### src/dram_ctrl_pkg.sv
// Constants, configuration fields and types for the DRAM access front end.
// Assumes a single 250 MHz system clock.
package dram_ctrl_pkg;

    // ========================================================
    // Widths
    localparam int ADDR_W = 11;
    localparam int PROG_W = 10;
    localparam int BANKS  = 4;

    // ========================================================
    // Clock and timing
    localparam int CLK_PERIOD_PS = 4000;
    // Column address hold before the row address is switched in
    localparam int COL_HOLD_PS   = 8000;
    localparam int COL_HOLD_CYC  =
        (COL_HOLD_PS + CLK_PERIOD_PS - 1) / CLK_PERIOD_PS;
    // Row strobe low time of a refresh
    localparam int RFSH_LOW_PS   = 12000;
    localparam int RFSH_LOW_CYC  =
        (RFSH_LOW_PS + CLK_PERIOD_PS - 1) / CLK_PERIOD_PS;
    localparam int CNT_W         = 4;

    // ========================================================
    // Programming field positions
    localparam int ROW_PIPE_BIT   = 0;
    localparam int ROW_BMODE_LSB  = 1;
    localparam int COL_DELAY_BIT  = 9;

    // Bank modes of the strobe groups
    localparam logic [1:0] BMODE_ONE  = 2'h0;
    localparam logic [1:0] BMODE_TWO  = 2'h1;

    // Strobe masks
    localparam logic [3:0] MASK_ALL   = 4'hF;
    localparam logic [3:0] MASK_LOW   = 4'h3;
    localparam logic [3:0] MASK_HIGH  = 4'hC;
    localparam logic [3:0] MASK_NONE  = 4'h0;
    localparam logic [3:0] ONE_HOT    = 4'h1;

    // ========================================================
    // Captured configuration
    typedef struct packed {
        logic       pipeline;
        logic [1:0] bankMode;
        logic       delayCasWrite;
        logic       casExtend;
        logic       weFollowsWrite;
    } cfg_t;

    localparam cfg_t CFG_RESET = '{
        pipeline:       1'b0,
        bankMode:       2'h0,
        delayCasWrite:  1'b0,
        casExtend:      1'b0,
        weFollowsWrite: 1'b1
    };

    typedef enum logic [1:0] {
        OWN_NONE, OWN_A, OWN_B, OWN_RFSH
    } owner_t;

endpackage

### src/prog_bus_if.sv
// Carries programming bits to the configuration store and the result back.
// Assumes both ends share one clock.
`timescale 1ns/1ps
interface prog_bus_if;
    import dram_ctrl_pkg::*;

    logic                load;
    logic [PROG_W-1:0]   rowBits;
    logic [PROG_W-1:0]   colBits;
    logic [1:0]          bankBits;
    logic                casBit0Asserted;
    cfg_t                cfg;

    modport source (output load, rowBits, colBits, bankBits,
                    output casBit0Asserted, input cfg);
    modport store  (input load, rowBits, colBits, bankBits,
                    input casBit0Asserted, output cfg);
endinterface // prog_bus_if

### src/dram_ctrl_access_inputs.sv
// Access front end of a programmable DRAM controller with two host ports.
// Assumes synchronous inputs, external address multiplexing for port B
// and an outside refresh timer that supplies requests and row addresses.
//
// Behaviour
// RULE1: Pipelining holds column address, then muxes row address onto outputs.
// RULE2: Second port served with request, acknowledge, lock and grant.
// RULE3: Port A, port B and refresh arbitrated; loser gets wait states.
// RULE4: Outside logic muxes port addresses onto one bus, steered by grant.
// RULE5: Active-low asserted at logic 0, active-high asserted at 1.
// RULE6: Row inputs give DRAM row; program bits except bit 10.
// RULE7: Column inputs give DRAM column; program bits except bit 10.
// RULE8: Bank selects choose strobe group per configuration; also program. prog_register decodes nothing from bankBits.
// RULE9: Column strobes set by CAS enables, bank selects and configuration.
// RULE10: Toggling CAS enables toggles strobes for page and byte writes.
// RULE11: With extension set, CAS enable 0 keeps CAS after RAS negates.
// RULE12: Scrubbing refreshes ignore all CAS enables.
// RULE13: Write strobe follows write request when CAS enable 0 programmed. With pipelining set it gives the refresh request instead.
// RULE14: Column bit 9 set delays CAS one clock on writes.
// RULE15: Write strobe means write/read, else refresh request output.
// RULE16: Programming register captures while mode load is low.
// RULE17: Address outputs show row, column, or refresh address.
// RULE18: Configuration holds after programming until reprogram or reset.
`timescale 1ns/1ps
module dram_ctrl_access_inputs
    import dram_ctrl_pkg::*;
(
    // Clock and reset
    input  wire logic              clk,
    input  wire logic              reset_n,
    // Address and programming inputs
    input  wire logic              progLoad_n,
    input  wire logic [ADDR_W-1:0] rowAddrIn,
    input  wire logic [ADDR_W-1:0] colAddrIn,
    input  wire logic [1:0]        bankSel,
    input  wire logic [BANKS-1:0]  casEnable_n,
    input  wire logic              writeReq_n,
    // Port A
    input  wire logic              portAAccessReq_n,
    output logic                   portAWait_n,
    // Port B
    input  wire logic              portBAccessReq_n,
    input  wire logic              lock_n,
    output logic                   portBAck_n,
    output logic                   portBGrant_n,
    // Refresh
    input  wire logic              refreshPending,
    input  wire logic              refreshScrub,
    input  wire logic [ADDR_W-1:0] refreshAddr,
    output logic                   refreshInProgress_n,
    // DRAM side
    output logic [ADDR_W-1:0]      dramAddrOut,
    output logic [BANKS-1:0]       rasOut_n,
    output logic [BANKS-1:0]       casOut_n,
    output logic                   writeStrobe_n
);

    // ========================================================
    // Programming path
    prog_bus_if prog ();
    cfg_t       cfg;

    // Active-low pins turned into asserted levels
    wire port_a_access_req    = ~portAAccessReq_n;                     // RULE5
    wire bReq    = ~portBAccessReq_n;                     // RULE5
    wire writeOn = ~writeReq_n;                           // RULE5
    wire [BANKS-1:0] casOn = ~casEnable_n;                // RULE5

    // Programming bits, top address bit (bit 10) left out
    assign prog.load            = ~progLoad_n;            // RULE16
    assign prog.rowBits         = rowAddrIn[PROG_W-1:0];  // RULE6
    assign prog.colBits         = colAddrIn[PROG_W-1:0];  // RULE7
    assign prog.bankBits        = bankSel;                // RULE8
    assign prog.casBit0Asserted = casOn[0];
    assign cfg                  = prog.cfg;

    prog_register progStore (
        .clk     (clk),
        .reset_n (reset_n),
        .prog    (prog.store)
    );

    // ========================================================
    // Sequencer state
    typedef enum logic [2:0] {
        IDLE, ROW, CAS_WAIT, COL, PIPE, CAS_EXT, REFRESH
    } state_t;

    state_t             state;
    state_t             next_state;
    owner_t             owner;
    owner_t             next_owner;
    logic               lastB;
    logic [CNT_W-1:0]   count;
    logic [CNT_W-1:0]   next_count;

    // ========================================================
    // Arbitration among the ports and refresh
    wire lockToB  = ~lock_n & lastB;
    wire pickRfsh = refreshPending;                        // RULE3
    wire pickA    = ~pickRfsh & port_a_access_req & ~(lockToB & bReq);  // RULE3
    wire pickB    = ~pickRfsh & ~pickA & bReq;             // RULE2
    wire ownReq   = (owner == OWN_A) ? port_a_access_req :
                    (owner == OWN_B) ? bReq : 1'b0;
    wire colPhase = (state == COL) || (state == PIPE) ||
                    (state == CAS_EXT);
    wire holdDone = count >= CNT_W'(COL_HOLD_CYC);
    wire rfshDone = count >= CNT_W'(RFSH_LOW_CYC - 1);

    // Next state and owner
    always_comb begin
        next_state = state;
        next_owner = owner;
        next_count = count;
        case (state)
            IDLE: begin
                next_count = '0;
                if (pickRfsh) begin
                    next_state = REFRESH;
                    next_owner = OWN_RFSH;
                end else if (pickA) begin
                    next_state = ROW;
                    next_owner = OWN_A;
                end else if (pickB) begin
                    next_state = ROW;
                    next_owner = OWN_B;
                end
            end
            ROW: begin
                if (cfg.delayCasWrite && writeOn) begin
                    next_state = CAS_WAIT;                 // RULE14
                end else begin
                    next_state = COL;
                end
            end
            CAS_WAIT: next_state = COL;                    // RULE14
            COL, PIPE: begin
                next_count = holdDone ? count : count + 1'b1;
                if (!ownReq) begin
                    next_state = (cfg.casExtend && casOn[0]) ?
                                 CAS_EXT : IDLE;           // RULE11
                    next_owner = OWN_NONE;
                end else if (cfg.pipeline && holdDone) begin
                    next_state = PIPE;                     // RULE1
                end
            end
            CAS_EXT: begin
                if (!casOn[0]) begin
                    next_state = IDLE;                     // RULE11
                end
            end
            REFRESH: begin
                next_count = count + 1'b1;
                if (rfshDone) begin
                    next_state = IDLE;
                    next_owner = OWN_NONE;
                end
            end
            default: begin
                next_state = IDLE;
                next_owner = OWN_NONE;
            end
        endcase
    end

    // Sequencer registers
    always_ff @(posedge clk) begin
        if (!reset_n) begin
            state <= IDLE;
            owner <= OWN_NONE;
            count <= '0;
            lastB <= 1'b0;
        end else begin
            state <= next_state;
            owner <= next_owner;
            count <= next_count;
            if (next_owner == OWN_A || next_owner == OWN_B) begin
                lastB <= (next_owner == OWN_B);
            end
        end
    end

    // ========================================================
    // Strobe group selection by bank mode
    wire [BANKS-1:0] bankOneHot = ONE_HOT << bankSel;
    wire [BANKS-1:0] rasMask =
        (cfg.bankMode == BMODE_ONE) ? MASK_ALL :
        (cfg.bankMode == BMODE_TWO) ?
            (bankSel[0] ? MASK_HIGH : MASK_LOW) :
        bankOneHot;                                        // RULE8
    // Byte lanes in shared modes, one strobe per bank otherwise
    wire [BANKS-1:0] casMask =
        (cfg.bankMode == BMODE_ONE || cfg.bankMode == BMODE_TWO) ?
            (casOn & rasMask) :
            (rasMask & {BANKS{|casOn}});                   // RULE9

    // ========================================================
    // Next DRAM outputs
    logic [ADDR_W-1:0] next_addr;
    logic [BANKS-1:0]  next_ras;
    logic [BANKS-1:0]  next_cas;
    logic [BANKS-1:0]  bankRas;

    always_comb begin
        next_addr = rowAddrIn;
        next_ras  = MASK_NONE;
        next_cas  = MASK_NONE;
        case (next_state)
            ROW, CAS_WAIT: begin
                next_addr = rowAddrIn;                     // RULE17
                next_ras  = rasMask;
            end
            COL: begin
                next_addr = colAddrIn;                     // RULE17
                next_ras  = rasMask;
                next_cas  = casMask;                       // RULE10
            end
            PIPE: begin
                next_addr = rowAddrIn;                     // RULE1
                next_ras  = bankRas | rasMask;
                next_cas  = casMask;
            end
            CAS_EXT: begin
                next_addr = dramAddrOut;                   // Column, or row after PIPE, held
                next_cas  = casMask;                       // RULE11
            end
            REFRESH: begin
                next_addr = refreshAddr;                   // RULE17
                next_ras  = MASK_ALL;
                next_cas  = refreshScrub ? MASK_ALL :
                            MASK_NONE;                     // RULE12
            end
            default: begin
                next_addr = rowAddrIn;
            end
        endcase
    end

    // Registered DRAM outputs, strobes active low
    always_ff @(posedge clk) begin
        if (!reset_n) begin
            dramAddrOut <= '0;
            rasOut_n    <= MASK_ALL;
            casOut_n    <= MASK_ALL;
            bankRas     <= MASK_NONE;
        end else begin
            dramAddrOut <= next_addr;
            rasOut_n    <= ~next_ras;
            casOut_n    <= ~next_cas;
            bankRas     <= (state == COL) ? rasMask : bankRas;
        end
    end

    // ========================================================
    // Handshakes and write strobe
    logic port_b_grant;
    always_ff @(posedge clk) begin
        if (!reset_n) begin
            port_b_grant <= 1'b0;
        end else begin
            port_b_grant <= (next_owner == OWN_B);               // RULE4
        end
    end

    // Grant leads the access by a cycle so the outside mux shows B's row
    assign portBGrant_n = ~(port_b_grant || (next_owner == OWN_B)); // RULE2 RULE4
    assign portBAck_n   = ~((owner == OWN_B) && colPhase); // RULE2
    assign portAWait_n  = ~(port_a_access_req && !((owner == OWN_A)
                            && colPhase));                 // RULE3
    assign refreshInProgress_n = ~(state == REFRESH);
    // Refresh request replaces write when pipelining or extending
    wire weIsRfrq = cfg.pipeline || !cfg.weFollowsWrite;   // RULE15
    assign writeStrobe_n = weIsRfrq ? ~refreshPending :
                                      writeReq_n;          // RULE13
endmodule // dram_ctrl_access_inputs

### src/prog_register.sv
// Configuration store loaded while the programming strobe is asserted.
// Assumes synchronous active-low reset on the system clock.
`timescale 1ns/1ps
module prog_register
    import dram_ctrl_pkg::*;
(
    // Clock and reset
    input  wire logic clk,
    input  wire logic reset_n,
    // Programming bus
    prog_bus_if.store prog
);

    // ========================================================
    // Decode of the programming bits
    cfg_t next_cfg;
    assign next_cfg.pipeline       = prog.rowBits[ROW_PIPE_BIT];
    assign next_cfg.bankMode       = prog.rowBits[ROW_BMODE_LSB +: 2];
    assign next_cfg.delayCasWrite  = prog.colBits[COL_DELAY_BIT];
    assign next_cfg.casExtend      = ~prog.casBit0Asserted;
    assign next_cfg.weFollowsWrite = prog.casBit0Asserted;

    // Capture while loading, hold otherwise
    always_ff @(posedge clk) begin
        if (!reset_n) begin
            prog.cfg <= CFG_RESET;
        end else if (prog.load) begin // RULE16
            prog.cfg <= next_cfg;
        end
    end
endmodule // prog_register

### config.mk
export PLATFORM = sky130hd
export DESIGN_NAME = dram_ctrl_access_inputs
export DESIGN_NICKNAME = d
export VERILOG_FILES = /design/src/dram_ctrl_pkg.sv /design/src/prog_bus_if.sv /design/src/dram_ctrl_access_inputs.sv /design/src/prog_register.sv
export SDC_FILE = /design/constraint.sdc
export NUM_CORES = 1
export LEC_CHECK = 0
export BUFFER_PORTS_ARGS = -buffer_cell sky130_fd_sc_hd__buf_4
export CORE_UTILIZATION = 45
export CTS_CLUSTER_SIZE = 30
export DETAILED_ROUTE_END_ITERATION = 8
export HOLD_SLACK_MARGIN = 0.15
export PLACE_DENSITY = 0.72
export SYNTH_ARGS = -nofsm -noshare
export SYNTH_HDL_FRONTEND = slang
export SYNTH_SLANG_ARGS = --single-unit
### constraint.sdc
create_clock -name clk -period 3.3 [get_ports clk]
set_clock_uncertainty 0.05 [all_clocks]
set_input_delay 0.495 -clock clk [delete_from_list [all_inputs] [get_ports clk]]
set_output_delay 0.495 -clock clk [all_outputs]
set_load 0.1 [all_outputs]
# Yosys cells after proc, flatten, opt, wreduce, memory -nomap -nowiden
# Index checks and enable logic that the tools add are counted.
[totals]
reg_bits = 40
wordCells = 111
output_inout_bits = 24
in_bits = 48
[op_classes]
magnitude_cmp = 1
reduce_logical = 23
bitwise_logic = 24
muxes = 29
shifts = 1
add_sub_neg = 1
n_eq_ne = 18
[ops]
columns = ["operator", "count"]
rows = [
  ["$pmux W11 S3", 1],
  ["$mux W3", 8],
  ["$mux W4", 6],
  ["$pmux W4 S3", 2],
  ["$eq A3 B3 Y1 const B", 6],
  ["$pmux W3 S6", 1],
  ["$eq A3 B2 Y1 const B", 4],
  ["$not A1 Y1", 12],
  ["$not A4 Y4", 3],
  ["$mux W2", 5],
  ["$reduce_or A3 Y1", 3],
  ["$and A4 B4 Y4", 2],
  ["$pmux W2 S4", 1],
  ["$pmux W4 S2", 1],
  ["$and A1 B1 Y1", 6],
  ["$eq A2 B1 Y1 const B", 3],
  ["$eq A3 B1 Y1 const B", 2],
  ["$logic_and A1 B1 Y1", 6],
  ["$logic_or A1 B1 Y1", 6],
  ["$add A4 B1 Y4 const B", 1],
  ["$eq A2 B2 Y1 const B", 2],
  ["$ge A4 B2 Y1 const B", 1],
  ["$mux W1", 4],
  ["$or A4 B4 Y4", 1],
  ["other kinds (9)", 10],
]

# Longest topological paths before layout
[depth]
word_depth = 16
ltp_mapped = 10
mapped_depth_nobuf = 9

# Hierarchy
# From an unflattened synthesis, not the netlist that was laid out.
[unflattened]
cells_unflattened = 260
area_unflattened_um2 = 2263.4
[by_module_without_submodules]
columns = ["mod", "cells_each", "seq_area_each_um2", "area_each_um2", "n_inst"]
rows = [
  ["dram_ctrl_access_inputs", 240, 680.7, 2021.9, 1],
  ["prog_register", 20, 120.1, 241.5, 1],
]

# Worst setup path before layout
# OpenSTA, ideal clock, no wires.
[synth_timing]
path_kind = "register to output"
from = "register count[0]"
to = "output port portBGrant_n"
stages_incl_launch_ff = 9
arrival_ns = 2.734
path_buffers = 0
required_ns = 2.755
slack_ns = 0.021
cell_sequence = "dfxtp_1 inv_1 ha_1 o41ai_1 nand2_1 nand2_1 a31oi_1 ha_1 nor2_1"
[synth_via]
elab_chain_len = 6
[synth_lines]
columns = ["item", "line_no", "source"]
rows = [
  ["start: declaration", "dram_ctrl_access_inputs.sv:94", "logic [CNT_W-1:0] count;"],
  ["start signal: assignment", "dram_ctrl_access_inputs.sv:176", "count <= next_count;"],
  ["$ge A4 B2 Y1", "dram_ctrl_access_inputs.sv:108", "wire rfshDone = count >= CNT_W'(RFSH_LOW_CYC - 1);"],
  ["$mux W2", "dram_ctrl_access_inputs.sv:154", "if (rfshDone) begin"],
  ["$pmux W2 S4", "dram_ctrl_access_inputs.sv:115", "case (state)"],
  ["$eq A2 B2 Y1", "dram_ctrl_access_inputs.sv:266", "assign portBGrant_n = ~(port_b_grant || (next_owner == OWN_B));"],
  ["$logic_or A1 B1 Y1", "dram_ctrl_access_inputs.sv:266", ""],
  ["$not A1 Y1", "dram_ctrl_access_inputs.sv:266", ""],
  ["end: declaration", "dram_ctrl_access_inputs.sv:45", "output logic portBGrant_n,"],
]
# No other way between the ends.

# Worst setup path after layout
[layout_timing]
from = "register state[2]"
to = "output port portBGrant_n"
[layout_via]
elab_chain_len = 6
elab_cells_between_ends = 13
cone_classes = "eq/ne (7); mux (1); bitwise (1); reduce/logical (4)"
[layout_lines]
columns = ["item", "line_no", "source"]
rows = [
  ["start: declaration", "dram_ctrl_access_inputs.sv:89", "state_t state;"],
  ["start signal: assignment", "dram_ctrl_access_inputs.sv:174", "state <= next_state;"],
  ["$eq A3 B3 Y1 (tied with other cells)", "dram_ctrl_access_inputs.sv:115", ""],
  ["$reduce_or A3 Y1 (no line) / $reduce_or A2 Y1 (equally long branches)", "-", ""],
  ["$pmux W2 S4 *", "dram_ctrl_access_inputs.sv:115", ""],
  ["named net next_owner[1]", "dram_ctrl_access_inputs.sv:92", "owner_t next_owner;"],
  ["$eq A2 B2 Y1 *", "dram_ctrl_access_inputs.sv:266", ""],
  ["$logic_or A1 B1 Y1 *", "dram_ctrl_access_inputs.sv:266", ""],
  ["$not A1 Y1 *", "dram_ctrl_access_inputs.sv:266", ""],
]
# Mark *: on every way through the listed nets, which the timed path passes. The rest lies on a longest branch.

==> results.json <==
{
  "status": "complete, no violations",
  "die-area_um2": 5420,
  "num_rows": 25,
  "cts_made_buffers": 5,
  "tns_ps": 0,
  "worst_slew_pin_slew_ps": 926,
  "drtPass1Iterations": 5,
  "synthMuxAreaShare_pct": 3.47,
  "peakVddDrop_mv": 0.615,
  "max_clock_freq_mhz": 329,
  "final_util_pct": 60.9,
  "use_met2_pct": 37.1,
  "timing.hold.ws_ps": 411,
  "syn_inst": 290,
  "synth_xor_area_share_pct": 0.759,
  "grt_max_degree": 37,
  "drtIter0Drc": 254,
  "path_clk_slew_ps": 80,
  "syn-cell-area_um2": 2310,
  "core_um2": 4820,
  "startpoint_type": "flop",
  "arrival_ps": 2490,
  "ys_seq_elements": 40,
  "final_layout_size_suffix_gt1_share_pct": 25.4,
  "hold_viol": 0,
  "dp_hpwl_um": 4410,
  "portBuffers": 71,
  "whs_path_depth": 2,
  "overflow": 0,
  "synthAdderAreaFrac_pct": 1.63,
  "grt_pass1_vias": 2131,
  "die_w_um": 73.6,
  "die_y_um": 73.6,
  "diodes": 0,
  "power_density_nw_per_um2": 1170,
  "antenna_left": 0,
  "cts.sinks": 40,
  "yosysSeqAreaShare_pct": 34.7,
  "cts_max_level": 2,
  "min_period_ps": 3040,
  "synth_top_family_by_area": "compound AO/OA/AOI/OAI gates",
  "cts.path.max_buffers": 2,
  "cap_violations": 0,
  "antenna_found_initial": 0,
  "synth-simple-area-share_pct": 24.9,
  "cts_tree": "yes",
  "fillCellCount": 485,
  "crit_type": "reg2out",
  "synth_compound_area_share_pct": 28.5,
  "dp_slack_ps": 341,
  "ys.flop_type": "dfxtp_1",
  "grt_most_used_layer": "met2",
  "clock_latency_ps": 290,
  "globalRouteMet1Util_pct": 31.7,
  "place.gp.congestion": 0.922,
  "worst_setup_path_end_kind": "output pin",
  "required_ps": 2750,
  "hp-start": "casEnable_n[0]",
  "synth_nets": 341,
  "fin_crit_sh_pct": 92.0,
  "synth_common_cells": "40 x dfxtp_1, 26 x a31oi_1, 23 x nor2b_1",
  "hp-class": "in2reg",
  "grt_usage_pct": 23.7,
  "viasPerCell": 5.73,
  "whs_endpoint": "progStore.prog.cfg[0]",
  "start_util_pct": 47.9,
  "syn_avg_cell_area_um2": 7.96,
  "drt_wl_total_um": 6120,
  "vias": 2365,
  "grt_setup_unrepaired": "false",
  "rr_startpoint": "state[2]",
  "nNetsFinal": 397,
  "wire_per_inst_um": 14.8,
  "worst-path-max-fanout": 20,
  "ff2ff_setup_slack_ps": 320,
  "synth_edf_count": 0,
  "area_growth_syn_to_layout_pct": 27.0,
  "yosysTopAreaCell": "dfxtp_1",
  "ys_types": 49,
  "grt_util_met3_pct": 6.04,
  "cts-root-buf": "clkbuf_8",
  "grt_pass1_wl_um": 9870,
  "slew_violations": 0,
  "netlist.area_leader.share_pct": 34.7,
  "ff2ff_path_depth": 6,
  "r2r_end": "rasOut_n[2]",
  "power.leakage_nw": 1.23,
  "relSlewSlack_pct": 37.8,
  "setup_viol_count_final": 0,
  "ios": 72,
  "ys_top_cells_by_area": "dfxtp_1 35%, a31oi_1 7.0%, nor2b_1 6.2%",
  "async_flop_share_pct": 0,
  "yosysMostFrequentCell": "dfxtp_1",
  "setup_ws_ps": 264,
  "yosysWarnings": 0,
  "drc_errors": 0
}
==> layout by cell type, fill, tap and decap left out, drive strengths merged, types with 2 or more instances in the layout <==
cell	n
inv	8
mux2i	8
nand2b	2
nand3b	2
and2	6
xor2	2
or3b	3
a211oi	12
o41ai	2
nor3	12
nor4	3
nor3b	3
o21ai	24
or3	3
nor2b	23
ha	3
nor2	17
o31ai	3
a31oi	26
dfxtp	40
a21oi	15
o211ai	6
nand2	19
o211a	3
and3	2
clkbuf	5
buf	74
==> worst max path at each step <==
stage / startpoint / to / slack [ps]
floorplan: count[0] / portBGrant_n / 20
global placement: count[0] / portBGrant_n / 470
detailed placement: portAAccessReq_n / rasOut_n[2] / 340
CTS: count[0] / portBGrant_n / 150
global route: count[0] / portBGrant_n / 20
finish: state[2] / portBGrant_n / 260
==> what timing repair did <==
item,CTS,global route
hold buffers,0,0
setup endpoints to repair,0,1
setup buffers,0,0
resized for setup,0,1
==> registers in the layout, indices dropped and copies added (netlist names), 2 cells and up <==
name,count
owner,2
casOut_n,4
bankRas,4
progStore.prog.cfg,6
dramAddrOut,11
count,4
rasOut_n,4
state,3
==> where the power goes <==
group,switching (W),internal (W)
combinational,0.00165,0.000653
sequential,0.000151,0.000646
clock,0.000175,0.000143
==> area by class of cell <==
| class | count | area [µm²] | area share, % |
|---|---|---|---|
| Clock buffer | 5 | 68.8 | 2.35 |
| Sequential cell | 40 | 801 | 27.3 |
| Timing Repair Buffer | 74 | 556 | 19.0 |
| Clock inverter | 2 | 12.5 | 0.427 |
| Tap cell | 67 | 83.8 | 2.86 |
| Multi-Input combinational cell | 217 | 1380 | 47.1 |
| Inverter | 8 | 30.0 | 1.02 |
==> cell families (layout without fill, tap and decap cells) <==
| group | count (synthesis) | in the layout |
|---|---|---|
| adder cells (fa/ha/maj) | 3 | 3 |
| XOR/XNOR | 2 | 2 |
| multiplexers | 8 | 8 |
| flip-flops | 40 | 40 |
| AO/OA/AOI/OAI | 102 | 102 |
| buffers and inverters | 33 | 89 |
| AND/OR/NAND/NOR | 102 | 102 |
==> stage by stage <==
step | instance area (µm²) | power, W | std cells
after floorplan | 2310 | 0.00263 | 290
after global placement | 2840 | 0.00307 | 406
after detailed placement | 2840 | 0.00310 | 406
after CTS | 2920 | 0.00342 | 413
after global routing | 2930 | 0.00364 | 413
final | 2930 | 0.00342 | 413
==> worst max-delay path, stage by stage, from the launching register on <==
cell,delay (ps)
dfxtp_1,490
or3_1,540
a21oi_1,160
a21oi_1,80
a221oi_1,300
ha_1,310
nor2_1,70
buf_4,230
==> routing by layer <==
layer | part of all wire (%) | vias to the layer above
met2 | 46 | 92
met1 | 47 | 1094
met5 | 0 | -
li1 | - | 1171
met3 | 6.0 | 8
met4 | 1.4 | 0
Power figures use the tool's default switching activity.
